===== src/rtd_pkg.sv =====
// Constants for the reference and touch-detect configuration block.
// Assumes a 10 MHz core clock and a register port already decoded from the serial link.
package rtd_pkg;

	// Register port, timer counter and result register geometry.
	localparam int unsigned DATA_W = 16;
	localparam int unsigned ADDR_W = 6;
	localparam int unsigned CNT_W  = 15;
	localparam int unsigned RES_N  = 16;
	localparam int unsigned RES_W  = 4;

	// Page numbers.
	localparam logic PAGE_DATA = 1'b0;
	localparam logic PAGE_CTRL = 1'b1;

	// Control page addresses.
	localparam logic [ADDR_W-1:0] ADDR_KP_CTRL  = 6'h01;
	localparam logic [ADDR_W-1:0] ADDR_DAC_CTRL = 6'h02;
	localparam logic [ADDR_W-1:0] ADDR_SRC_CTRL = 6'h03;
	localparam logic [ADDR_W-1:0] ADDR_TD_CFG   = 6'h05;
	localparam logic [ADDR_W-1:0] ADDR_KP_MASK  = 6'h10;

	// Field positions of source_control.
	localparam int unsigned SRC_VOLT_BIT  = 0;
	localparam int unsigned SRC_SLEEP_BIT = 1;
	localparam int unsigned SRC_DL_LO_BIT = 2;
	localparam int unsigned SRC_DL_HI_BIT = 3;
	localparam int unsigned SRC_INT_BIT   = 4;
	localparam int unsigned SRC_W         = 5;

	// Field positions of touch_detect_config.
	localparam int unsigned TD_WAIT_LSB = 0;
	localparam int unsigned TD_PRE_LSB  = 3;
	localparam int unsigned TD_PEND_BIT = 6;

	// Field positions of dac_power_control and the keypad registers.
	localparam int unsigned DAC_SLEEP_BIT = 15;
	localparam int unsigned KP_DB_LSB     = 11;
	localparam int unsigned KP_STOP_BIT   = 14;
	localparam int unsigned KP_STAT_BIT   = 15;

	// Values after reset and fixed read-back values.
	localparam logic [SRC_W-1:0]  SRC_RST      = 5'h02;
	localparam logic [2:0]        TD_PRE_RST   = 3'h0;
	localparam logic [2:0]        TD_WAIT_RST  = 3'h0;
	localparam logic              DAC_SLP_RST  = 1'b0;
	localparam logic [2:0]        KP_DB_RST    = 3'h0;
	localparam logic [DATA_W-1:0] KP_MASK_RST  = 16'h0000;
	localparam logic [DATA_W-1:0] RD_RESERVED  = 16'hFFFF;
	localparam logic [DATA_W-1:0] RD_ZERO      = 16'h0000;

	// Clock period and time tables, in nanoseconds.
	localparam int unsigned CLK_NS = 100;
	typedef int unsigned rtd_tab4_t [4];
	typedef int unsigned rtd_tab8_t [8];
	localparam rtd_tab4_t SETTLE_NS = '{0, 100_000, 500_000, 1_000_000};
	localparam rtd_tab8_t PRE_NS    = '{20_000, 84_000, 276_000, 340_000,
		1_044_000, 1_108_000, 1_300_000, 1_364_000};
	localparam rtd_tab8_t WAIT_NS   = '{32_000, 96_000, 544_000, 608_000,
		2_080_000, 2_144_000, 2_592_000, 2_656_000};

	// Least times round up to whole clock cycles.
	function automatic int unsigned rtd_cyc(input int unsigned ns);
		return (ns + CLK_NS - 1) / CLK_NS;
	endfunction : rtd_cyc

	localparam rtd_tab4_t SETTLE_CYC = '{rtd_cyc(SETTLE_NS[0]), rtd_cyc(SETTLE_NS[1]),
		rtd_cyc(SETTLE_NS[2]), rtd_cyc(SETTLE_NS[3])};
	localparam rtd_tab8_t PRE_CYC = '{rtd_cyc(PRE_NS[0]), rtd_cyc(PRE_NS[1]),
		rtd_cyc(PRE_NS[2]), rtd_cyc(PRE_NS[3]), rtd_cyc(PRE_NS[4]),
		rtd_cyc(PRE_NS[5]), rtd_cyc(PRE_NS[6]), rtd_cyc(PRE_NS[7])};
	localparam rtd_tab8_t WAIT_CYC = '{rtd_cyc(WAIT_NS[0]), rtd_cyc(WAIT_NS[1]),
		rtd_cyc(WAIT_NS[2]), rtd_cyc(WAIT_NS[3]), rtd_cyc(WAIT_NS[4]),
		rtd_cyc(WAIT_NS[5]), rtd_cyc(WAIT_NS[6]), rtd_cyc(WAIT_NS[7])};

endpackage : rtd_pkg


===== src/rtd_if.sv =====
// Interfaces joining the configuration block to its timer and result tracker.
// Assumes all parties share one clock.
`timescale 1ns/1ps
`default_nettype none

interface rtd_timer_if;
	import rtd_pkg::*;
	logic             start;
	logic [CNT_W-1:0] count;
	logic             busy;
	logic             done;
	modport ctl (output start, output count, input busy, input done);
	modport tmr (input start, input count, output busy, output done);
endinterface : rtd_timer_if

interface rtd_result_if;
	import rtd_pkg::*;
	logic             conv_done;
	logic [RES_N-1:0] update;
	logic             read;
	logic [RES_W-1:0] read_idx;
	logic             pin_n;
	modport ctl (output conv_done, output update, output read, output read_idx, input pin_n);
	modport trk (input conv_done, input update, input read, input read_idx, output pin_n);
endinterface : rtd_result_if

`default_nettype wire


===== src/rtd_timer.sv =====
// Down counter that reports the end of a loaded number of cycles.
// Assumes start is a one-cycle pulse from logic on the same clock.
`timescale 1ns/1ps
`default_nettype none

module rtd_timer
	import rtd_pkg::*;
(
	// Clock and reset.
	input  wire logic mclk_i,
	input  wire logic reset_i,
	// Control side.
	rtd_timer_if.tmr  t
);
	logic [CNT_W-1:0] cnt_r;
	logic [CNT_W-1:0] cnt_nxt;

	// A start reloads the counter, otherwise it runs down to zero.
	always_comb begin
		cnt_nxt = cnt_r;
		if (t.start) begin
			cnt_nxt = t.count;
		end else if (cnt_r != '0) begin
			cnt_nxt = cnt_r - CNT_W'(1);
		end
	end

	always_ff @(posedge mclk_i or posedge reset_i) begin
		if (reset_i) begin
			cnt_r <= '0;
		end else begin
			cnt_r <= cnt_nxt;
		end
	end

	assign t.busy = (cnt_r != '0);
	assign t.done = t.start ? (t.count == '0) : (cnt_r == CNT_W'(1));

endmodule : rtd_timer

`default_nettype wire


===== src/rtd_result_track.sv =====
// Tracks which result registers hold unread data and drives the pending flag.
// Assumes conversion and read events come from logic on the same clock.
`timescale 1ns/1ps
`default_nettype none

module rtd_result_track
	import rtd_pkg::*;
(
	// Clock and reset.
	input  wire logic  mclk_i,
	input  wire logic  reset_i,
	// Event side.
	rtd_result_if.trk  r
);
	logic [RES_N-1:0] pend_r;
	logic [RES_N-1:0] pend_nxt;
	logic             pin_n_r;
	logic             pin_n_nxt;
	logic [RES_N-1:0] clr;

	// A fresh result wins over a read of the same register in the same cycle.
	always_comb begin
		clr       = '0;
		if (r.read) begin
			clr[r.read_idx] = 1'b1;
		end
		pend_nxt  = pend_r & ~clr;
		if (r.conv_done) begin
			pend_nxt = pend_nxt | r.update;
		end
		pin_n_nxt = ~(|pend_nxt);
	end

	always_ff @(posedge mclk_i or posedge reset_i) begin
		if (reset_i) begin
			pend_r  <= '0;
			pin_n_r <= 1'b1;
		end else begin
			pend_r  <= pend_nxt;
			pin_n_r <= pin_n_nxt;
		end
	end

	assign r.pin_n = pin_n_r;

endmodule : rtd_result_track

`default_nettype wire


===== src/rtd_config.sv =====
// Reference and touch-detect configuration registers with their timing logic.
// Assumes a serial front end on mclk_i that presents decoded register accesses.
//
// What this block does
// Source-select bit 4 picks the on-chip source when 1 and the external one when 0, reset 0.
// After the on-chip source powers up, measurements wait 0, 100, 500 or 1000 us by the delay bits.
// The two settle-delay bits reset to 00, so no extra delay applies after reset.
// Sleep bit 1 powers the on-chip source down between conversions when 1, keeps it on when 0, reset 1.
// With the external source selected the on-chip source stays off whatever the sleep bit holds.
// Voltage bit 0 selects 1.25 V when 0 and 2.5 V when 1, reset 0.
// Bits 4 to 0 of the source register read back exactly what was written.
// A completed conversion drives the pending pin low and clears status bit 6.
// Pin and bit stay low until the host has read every updated result, then return high.
// Panel precharge before touch sensing lasts the time chosen by bits 5 to 3.
// In pen-interrupt mode the wait between axis conversions is the time chosen by bits 2 to 0.
// The keypad is governed by a control register and a mask register whose set bits hide keys.
// D/A sleep bit 15 powers the D/A converter down when 1 and keeps it running when 0.
// Writes to unused bit positions of these registers have no effect.
`timescale 1ns/1ps
`default_nettype none

module rtd_config
	import rtd_pkg::*;
#(
	parameter rtd_pkg::rtd_tab4_t SETTLE_CYCLES  = rtd_pkg::SETTLE_CYC,
	parameter rtd_pkg::rtd_tab8_t PRECHG_CYCLES  = rtd_pkg::PRE_CYC,
	parameter rtd_pkg::rtd_tab8_t WAIT_CYCLES    = rtd_pkg::WAIT_CYC
)
(
	// Clock and reset.
	input  wire logic                        mclk_i,
	input  wire logic                        reset_i,
	// Register port from the serial front end.
	input  wire logic                        reg_wr_i,
	input  wire logic                        reg_rd_i,
	input  wire logic                        reg_page_i,
	input  wire logic [rtd_pkg::ADDR_W-1:0]  reg_addr_i,
	input  wire logic [rtd_pkg::DATA_W-1:0]  reg_wdata_i,
	output logic      [rtd_pkg::DATA_W-1:0]  reg_rdata_o,
	output logic                             reg_rvalid_o,
	// Converter handshakes.
	input  wire logic                        conv_request_i,
	input  wire logic                        conv_active_i,
	input  wire logic                        conv_done_i,
	input  wire logic [rtd_pkg::RES_N-1:0]   conv_update_i,
	output logic                             result_pending_pin_n_o,
	// Reference control.
	output logic                             ref_internal_o,
	output logic                             ref_voltage_hi_o,
	output logic                             ref_power_on_o,
	output logic                             ref_settled_o,
	// Touch detect timing.
	input  wire logic                        pen_touch_irq_mode_i,
	input  wire logic                        precharge_start_i,
	output logic                             precharge_busy_o,
	output logic                             precharge_done_o,
	input  wire logic                        touch_wait_start_i,
	output logic                             touch_wait_busy_o,
	output logic                             touch_wait_done_o,
	// Keypad scanner.
	input  wire logic                        kp_pressed_i,
	input  wire logic                        kp_scan_done_i,
	output logic      [2:0]                  kp_debounce_sel_o,
	output logic      [rtd_pkg::DATA_W-1:0]  kp_mask_o,
	output logic                             kp_stop_o,
	// D/A converter.
	output logic                             dac_sleep_o
);
	import rtd_pkg::*;

	// Register state.
	logic [SRC_W-1:0]  src_r;
	logic [SRC_W-1:0]  src_nxt;
	logic [2:0]        pre_r;
	logic [2:0]        pre_nxt;
	logic [2:0]        wait_r;
	logic [2:0]        wait_nxt;
	logic              dac_sleep_r;
	logic              dac_sleep_nxt;
	logic [2:0]        kp_db_r;
	logic [2:0]        kp_db_nxt;
	logic [DATA_W-1:0] kp_mask_r;
	logic [DATA_W-1:0] kp_mask_nxt;
	logic              kp_stop_r;
	logic              kp_stop_nxt;
	logic [DATA_W-1:0] rdata_r;
	logic [DATA_W-1:0] rdata_nxt;
	logic              rvalid_r;
	logic              rvalid_nxt;

	// Reference sequencing state.
	logic              pwr_r;
	logic              pwr_nxt;
	logic              settled_r;
	logic              settled_nxt;

	logic              ctl_wr;
	logic [1:0]        dl_sel;
	logic              int_sel;
	logic              sleep_sel;

	rtd_timer_if  settle_t ();
	rtd_timer_if  pre_t ();
	rtd_timer_if  wait_t ();
	rtd_result_if res ();

	assign ctl_wr    = reg_wr_i && (reg_page_i == PAGE_CTRL);
	assign int_sel   = src_r[SRC_INT_BIT];
	assign sleep_sel = src_r[SRC_SLEEP_BIT];
	assign dl_sel    = {src_r[SRC_DL_HI_BIT], src_r[SRC_DL_LO_BIT]};

	// Register writes; only the defined fields are stored.
	always_comb begin
		src_nxt       = src_r;
		pre_nxt       = pre_r;
		wait_nxt      = wait_r;
		dac_sleep_nxt = dac_sleep_r;
		kp_db_nxt     = kp_db_r;
		kp_mask_nxt   = kp_mask_r;
		kp_stop_nxt   = 1'b0;
		if (ctl_wr) begin
			if (reg_addr_i == ADDR_SRC_CTRL) begin
				src_nxt = reg_wdata_i[SRC_W-1:0];
			end else if (reg_addr_i == ADDR_TD_CFG) begin
				pre_nxt  = reg_wdata_i[TD_PRE_LSB +: 3];
				wait_nxt = reg_wdata_i[TD_WAIT_LSB +: 3];
			end else if (reg_addr_i == ADDR_DAC_CTRL) begin
				dac_sleep_nxt = reg_wdata_i[DAC_SLEEP_BIT];
			end else if (reg_addr_i == ADDR_KP_CTRL) begin
				kp_db_nxt   = reg_wdata_i[KP_DB_LSB +: 3];
				kp_stop_nxt = reg_wdata_i[KP_STOP_BIT];
			end else if (reg_addr_i == ADDR_KP_MASK) begin
				kp_mask_nxt = reg_wdata_i;
			end
		end
	end

	always_ff @(posedge mclk_i or posedge reset_i) begin
		if (reset_i) begin
			src_r       <= SRC_RST;
			pre_r       <= TD_PRE_RST;
			wait_r      <= TD_WAIT_RST;
			dac_sleep_r <= DAC_SLP_RST;
			kp_db_r     <= KP_DB_RST;
			kp_mask_r   <= KP_MASK_RST;
			kp_stop_r   <= 1'b0;
		end else begin
			src_r       <= src_nxt;
			pre_r       <= pre_nxt;
			wait_r      <= wait_nxt;
			dac_sleep_r <= dac_sleep_nxt;
			kp_db_r     <= kp_db_nxt;
			kp_mask_r   <= kp_mask_nxt;
			kp_stop_r   <= kp_stop_nxt;
		end
	end

	// Read data is registered one cycle after the request; unmapped control addresses read ones.
	always_comb begin
		rdata_nxt  = rdata_r;
		rvalid_nxt = reg_rd_i;
		if (reg_rd_i) begin
			rdata_nxt = RD_ZERO;
			if (reg_page_i == PAGE_DATA) begin
				rdata_nxt = RD_ZERO;
			end else if (reg_addr_i == ADDR_SRC_CTRL) begin
				rdata_nxt[SRC_W-1:0] = src_r;
			end else if (reg_addr_i == ADDR_TD_CFG) begin
				rdata_nxt[TD_PEND_BIT]         = res.pin_n;
				rdata_nxt[TD_PRE_LSB +: 3]     = pre_r;
				rdata_nxt[TD_WAIT_LSB +: 3]    = wait_r;
			end else if (reg_addr_i == ADDR_DAC_CTRL) begin
				rdata_nxt[DAC_SLEEP_BIT] = dac_sleep_r;
			end else if (reg_addr_i == ADDR_KP_CTRL) begin
				rdata_nxt[KP_STAT_BIT]     = kp_pressed_i;
				rdata_nxt[KP_STOP_BIT]     = kp_scan_done_i;
				rdata_nxt[KP_DB_LSB +: 3]  = kp_db_r;
			end else if (reg_addr_i == ADDR_KP_MASK) begin
				rdata_nxt = kp_mask_r;
			end else begin
				rdata_nxt = RD_RESERVED;
			end
		end
	end

	always_ff @(posedge mclk_i or posedge reset_i) begin
		if (reset_i) begin
			rdata_r  <= RD_ZERO;
			rvalid_r <= 1'b0;
		end else begin
			rdata_r  <= rdata_nxt;
			rvalid_r <= rvalid_nxt;
		end
	end

	// Reference power: off when external, always on when not sleeping, else only around conversions.
	always_comb begin
		pwr_nxt = int_sel && (!sleep_sel || conv_request_i || conv_active_i);
		settled_nxt = settled_r;
		if (!pwr_nxt) begin
			settled_nxt = 1'b0;
		end else if (settle_t.done) begin
			settled_nxt = 1'b1;
		end
	end

	always_ff @(posedge mclk_i or posedge reset_i) begin
		if (reset_i) begin
			pwr_r     <= 1'b0;
			settled_r <= 1'b0;
		end else begin
			pwr_r     <= pwr_nxt;
			settled_r <= settled_nxt;
		end
	end

	// The settle count starts on the cycle the source turns on.
	assign settle_t.start = pwr_nxt && !pwr_r;
	assign settle_t.count = CNT_W'(SETTLE_CYCLES[dl_sel]);

	rtd_timer u_settle (
		.mclk_i  (mclk_i),
		.reset_i (reset_i),
		.t       (settle_t)
	);

	// Touch precharge and pen-mode sense waits.
	assign pre_t.start  = precharge_start_i;
	assign pre_t.count  = CNT_W'(PRECHG_CYCLES[pre_r]);
	assign wait_t.start = touch_wait_start_i && pen_touch_irq_mode_i;
	assign wait_t.count = CNT_W'(WAIT_CYCLES[wait_r]);

	rtd_timer u_precharge (
		.mclk_i  (mclk_i),
		.reset_i (reset_i),
		.t       (pre_t)
	);

	rtd_timer u_touch_wait (
		.mclk_i  (mclk_i),
		.reset_i (reset_i),
		.t       (wait_t)
	);

	// Result tracking; data-page reads retire pending results.
	assign res.conv_done = conv_done_i;
	assign res.update    = conv_update_i;
	assign res.read      = reg_rd_i && (reg_page_i == PAGE_DATA);
	assign res.read_idx  = reg_addr_i[RES_W-1:0];

	rtd_result_track u_result (
		.mclk_i  (mclk_i),
		.reset_i (reset_i),
		.r       (res)
	);

	// Outputs.
	assign reg_rdata_o            = rdata_r;
	assign reg_rvalid_o           = rvalid_r;
	assign result_pending_pin_n_o = res.pin_n;
	assign ref_internal_o         = int_sel;
	assign ref_voltage_hi_o       = src_r[SRC_VOLT_BIT];
	assign ref_power_on_o         = pwr_r;
	assign ref_settled_o          = !int_sel || settled_r;
	assign precharge_busy_o       = pre_t.busy;
	assign precharge_done_o       = pre_t.done;
	assign touch_wait_busy_o      = wait_t.busy;
	assign touch_wait_done_o      = wait_t.done;
	assign kp_debounce_sel_o      = kp_db_r;
	assign kp_mask_o              = kp_mask_r;
	assign kp_stop_o              = kp_stop_r;
	assign dac_sleep_o            = dac_sleep_r;

endmodule : rtd_config

`default_nettype wire


===== config.mk =====
export PLATFORM = sky130hd
export DESIGN_NAME = rtd_config
export DESIGN_NICKNAME = d
export VERILOG_FILES = /design/src/rtd_pkg.sv /design/src/rtd_if.sv /design/src/rtd_timer.sv /design/src/rtd_result_track.sv /design/src/rtd_config.sv
export SDC_FILE = /design/constraint.sdc
export NUM_CORES = 1
export LEC_CHECK = 0
export ABC_AREA = 0
export BUFFER_PORTS_ARGS = -buffer_cell sky130_fd_sc_hd__buf_4
export CORE_ASPECT_RATIO = 1.5
export CORE_UTILIZATION = 47
export DETAILED_ROUTE_END_ITERATION = 10
export GPL_TIMING_DRIVEN = 0
export PLACE_DENSITY_LB_ADDON = 0.3
export SLEW_MARGIN = 25
export SYNTH_ARGS = -nofsm -noshare
export SYNTH_HDL_FRONTEND = slang
export SYNTH_SLANG_ARGS = --single-unit

===== constraint.sdc =====
create_clock -name mclk_i -period 5.1 [get_ports mclk_i]
set_input_delay 0.765 -clock mclk_i [delete_from_list [all_inputs] [get_ports mclk_i]]
set_output_delay 0.765 -clock mclk_i [all_outputs]
set_load 0.005 [all_outputs]

Yosys cells after proc, flatten, opt, wreduce, memory -nomap -nowiden

Memory sizes are Yosys's and may differ from the RTL's.
Cells that the tools add are included.

$add $sub $neg: 3
Magnitude comparators: 5
Equal/unequal tests: 9
Mux-type cells: 43
Bitwise logic cells: 12
Reduce and logical (&&, ||, !) cells: 27

Operators by type and width:

| kind                                                                   | count |
|---|---|
| 15-bit 2-to-1 mux                                                      | 13 |
| 16-bit 2-to-1 mux                                                      | 10 |
| 32-bit binary-select mux with 2-bit select                             | 1 |
| 15-bit by 1-bit equality test with 1-bit output, second input constant | 3 |
| 15-bit logical NOT                                                     | 3 |
| 15-bit nonzero test                                                    | 3 |
| 15-bit by 1-bit subtractor with 15-bit output, second input constant   | 3 |
| 11-bit 2-to-1 mux                                                      | 2 |
| 16-bit bitwise AND                                                     | 1 |
| 16-bit NOT                                                             | 1 |
| 16-bit OR                                                              | 1 |
| 16-bit OR reduction                                                    | 1 |
| 6-bit by 2-bit equality test with 1-bit output, second input constant  | 2 |
| 1-bit 2-to-1 mux                                                       | 12 |
| 5-bit 2-to-1 mux                                                       | 2 |
| 9-bit 2-to-1 mux                                                       | 1 |
| 4-bit >= comparator, second input constant                             | 2 |
| 3-bit NOT with 4-bit output                                            | 2 |
| 7-bit 2-to-1 mux                                                       | 1 |
| 6-bit by 1-bit equality test with 1-bit output, second input constant  | 1 |
| 6-bit by 3-bit equality test with 1-bit output, second input constant  | 1 |
| 6-bit by 5-bit equality test with 1-bit output, second input constant  | 1 |
| 1-bit logical AND                                                      | 6 |
| 1-bit NOT                                                              | 6 |
| other kinds (14)                                                       | 20 |

Bits in registers: 113
Memory bits (read-only): 512
Input bits: 51
Output and inout bits: 47
Logic and storage cells: 117
Memories kept: 2

Memory list:

| memory          | depth | width | read ports | clocked after Yosys merged registers in | write ports | RTL line          | source |
|---|---|---|---|---|---|---|---|
| (no name shown) | 8     | 32    | 1          | 0                                       | 0           | rtd_config.sv:231 | `assign wait_t.count = CNT_W'(WAIT_CYCLES[wait_r]);` |
| (no name shown) | 8     | 32    | 1          | 0                                       | 0           | rtd_config.sv:229 | `assign pre_t.count = CNT_W'(PRECHG_CYCLES[pre_r]);` |

Depth between registers and ports, before layout

Depth in word-level cells: 13
Mapped depth: 8

Modules after synthesis

From an unflattened synthesis, not the netlist that was laid out.

Cell total of the unflattened synthesis: 585
Area, all modules: 6077.1 µm²

By module, submodules not included:

| module                      | instances | cells each | area an instance (µm²) | seq. area each (µm²) |
|---|---|---|---|---|
| rtd_config                  | 1         | 194        | 2374.8                 | 1277.5 |
| rtd_timer (u_precharge ...) | 2         | 104        | 987.2                  | 375.4 |
| rtd_timer (u_touch_wait)    | 1         | 101        | 968.4                  | 375.4 |
| rtd_result_track            | 1         | 82         | 759.5                  | 426.7 |

Least setup slack after synthesis

OpenSTA, ideal clock, no wires.

Path type: input -> register
Start: input port reg_addr_i[1] (netlist bit)
End: register kp_mask_r[0] (netlist: kp_mask_o[0])
Setup time: 125 ps
Arrival: 2282 ps
Data required time: 4975 ps
Slack: 2693 ps
Stages: 6
Cells stage by stage: buf_2 nor4b_1 nand2_1 nor3_4 buf_4 mux2_2

Cells in the longest elaborated chain, start to end: 3
Elaborated cells on any way between the ends: 10

Ends and longest elaborated chain:

| what                                                                         | RTL line          | source |
|---|---|---|
| start, declared                                                              | rtd_config.sv:37  | `input wire logic [rtd_pkg::ADDR_W-1:0] reg_addr_i,` |
| 6-bit by 1-bit equality test with 1-bit output, or another cell as far along | rtd_config.sv:129 | `end else if (reg_addr_i == ADDR_KP_CTRL) begin` |
| 1-bit NOT (no line)                                                          | -                 |  |
| 6-bit AND reduction (no line) *                                              | -                 |  |
| end signal, assigned                                                         | rtd_config.sv:153 | `kp_mask_r <= kp_mask_nxt;` |
| end, declared                                                                | rtd_config.sv:82  | `logic [DATA_W-1:0] kp_mask_r;` |

Mark *: on every way between the ends. The rest lies on a longest branch, timed or not.
A chain may end at the register's enable or synchronous reset.

Worst setup path after layout

Start: register u_touch_wait.cnt_r[3]
End: output port touch_wait_busy_o

Cells in the longest elaborated chain, start to end: 1

Ends and longest elaborated chain:

| what                   | RTL line         | source |
|---|---|---|
| start, declared        | rtd_timer.sv:15  | `logic [CNT_W-1:0] cnt_r;` |
| start signal, assigned | rtd_timer.sv:32  | `cnt_r <= cnt_nxt;` |
| 15-bit nonzero test    | rtd_timer.sv:36  | `assign t.busy = (cnt_r != '0);` |
| end, declared          | rtd_config.sv:58 | `output logic touch_wait_busy_o,` |

No other way between the ends.

==> impl_metrics.toml <==
[run_status]
status = "finished clean"

[setup_path]
crit_fanout = 7
critPathLaunchType = "flop"
cp_data_arrival_time_ps = 2260
end_kind = "primary output"
path_class = "flop to primary output"
required_ps = 4340

[grt]
grt_max_degree = 74
gr-usage-all-layers_pct = 24.3
grt_pass1_vias = 4764
overflow = 0
grt_pass1_wl_mm = 23.1
antenna_found_initial = 0

[yosys]
ys_types = 59
synthCells = 555
ys_warn_count = 0
synth-main-ff-cell = "dfrtp_1"
syn-num-nets = 620
syn_area_sq_um = 5630
seq_area_frac_synth_pct = 50.3
syn_avg_cell_area_sq_um = 10.1
synth_edf_count = 0
ys_ff_latch = 113
async_reset_ff_share_pct = 100

[timing]
final_hold_viol_count = 0
tightestPinTransition_ps = 944
rsz0062_at_grt = "no"
hold_ws_ps = 361
setup_violations = 0
fin_ws_ps = 2080
max_slew_margin_pct = 36.5
post-route-min-period_ps = 3020
fmax_mhz = 331
fin_setup_tns_ps = 0
drv_slew = 0
clock_skew_ps = 6.14
finalCritPeriodShare_pct = 59.3

[floorplanning]
die_area_sq_um = 12400
coreArea_sq_um = 11600
io_pins = 98
rows = 48
initial_core_util_pct = 48.5
fp.dieW_microns = 91.3
die_y_microns = 136

[job]
drv_cap = 0

[finish]
finalInstanceArea_sq_um = 7180
drive_gt1_share_pct = 25.5
instances_no_fill = 832
fin_util_pct = 61.9
fillers = 988
diodes = 0
final_common_cell = "dfrtp_1"
final_cell_mix = "dfrtp_1 (111), buf_4 (95), nand2_1 (59)"
nNetsFinal = 734
syn2layout_area_growth_pct = 27.6

[drt]
ant_nets = 0
drc_errors = 0
via_per_inst = 5.61
drt-pass1-iter-count = 4
drtIter0Drc = 168
finalWirelength_mm = 14.2
wire_per_inst_microns = 17.1
routed-via-count = 4666

[placement]
place_area_sq_um = 6550
portBuffers = 94
place_inst = 800
place_hpwl_mm = 10.4
place_congestion = 0.871
dpl_worst_slack_ps = 2230

[clock_tree]
cts_hold_buf = 0
path_clk_slew_ps = 50
clock-root-buffer = "clkbuf_16"
cts_resized = 0
clk_latency_ps = 410
cts.sinks = 113
cts_tree = "yes"
clockBufferDepth = 2
cts.repair_timing.setup_buffer_count = 0
numCtsBuffers = 17
h-tree-depth = 4

[worst_hold_path]
hp-class = "primary input to async pin"

[power_and_ir_drop]
pwr_density_cell_nw_per_um2 = 412
fin_total_pwr_mw = 2.96
ir_drop_mv = 0.245
p_leak_nw = 3.22
## where the power goes
| part | internal [mW] | switching, mW |
|---|---|---|
| clock network | 0.830 | 0.399 |
| registers | 1.04 | 0.145 |
| logic | 0.264 | 0.285 |
| total | 2.13 | 0.830 |
## cells in the mapped netlist, drive strengths merged, types with 4 or more instances
library cell,number,area (sq um)
clkbuf,12,45.0
or3,5,31.3
a211oi,4,30.0
o22ai,16,100
o21ai,29,145
nor4b,4,41.3
mux2,32,360
nand4,5,31.3
dfrtp,111,2780
xor2,11,96.3
a21oi,18,90.1
nor2,53,201
nor2b,7,43.8
nand2,60,228
a221o,4,40.0
and3,5,31.3
o31ai,6,45.0
xnor2,17,149
ha,14,175
nand3,11,55.1
or4,5,37.5
inv,28,105
and2,5,31.3
nor4,10,77.6
nand2b,9,56.3
nor3,19,106
buf,7,41.3
nand4b,5,43.8
nand3b,5,37.5
## path summary, 6_finish.rpt
path,startpoint,endpoint,slack (ps),cells after the start
max reg2reg,u_precharge.cnt_r[3],u_precharge.cnt_r[12],2950,5
min reg2reg,u_result.pend_r[3],u_result.pend_r[3],510,2
min in group mclk_i,reg_rd_i,reg_rvalid_o,470,1
max,u_touch_wait.cnt_r[3],touch_wait_busy_o,2080,5
max in group asynchronous,reset_i,src_r[1],4030,3
min,reset_i,u_touch_wait.cnt_r[8],360,2
## cell families after synthesis
kind of cell             count (synthesis)  share of synthesized area [%]
AO/OA/AOI/OAI                          101                           11.6
XOR/XNOR                                28                           4.36
adder cells (fa/ha/maj)                 14                           3.11
buffers and inverters                   47                           3.40
flip-flops                             113                           50.3
multiplexers                            33                           6.58
AND/OR/NAND/NOR                        219                           20.6
## per-layer routing
metal  part of all wire [%]  vias to the layer above  wire [microns]  GRT usage [%]
li1                       -                     2209               -              -
met1                     39                     2308            5550           26.2
met5                      0                        -               0              0
met4                    3.0                        0             433           11.4
met3                    4.0                       34             576           5.76
met2                     54                      115            7660           44.6
## registers in the layout, indices dropped and copies added, names as in the netlist
signal / flops
ref_power_on_o: 1
src_r: 5
kp_mask_o: 16
kp_stop_o: 1
u_result.pend_r: 16
reg_rdata_o: 16
u_precharge.cnt_r: 15
kp_debounce_sel_o: 3
dac_sleep_o: 1
u_settle.cnt_r: 15
u_result.r.pin_n: 1
reg_rvalid_o: 1
settled_r: 1
wait_r: 3
pre_r: 3
u_touch_wait.cnt_r: 15
## cell type report
cell class,instances,area [sq um],area share (%)
plain buffers,19,86.3,1.20
clock buffers,23,498,6.94
clock inverters,9,128,1.78
inverters,28,110,1.53
multi-input cells,395,2610,36.3
flip-flops and latches,113,2830,39.4
well taps,150,188,2.61
repair buffers,95,733,10.2
## critical path, stage by stage (launching register included)
cell      delay, ps
dfrtp_1         400
nor3_1          560
and3_1          250
clkbuf_1        270
nand2_2         180
buf_4           190
Power figures use the tool's default switching activity.
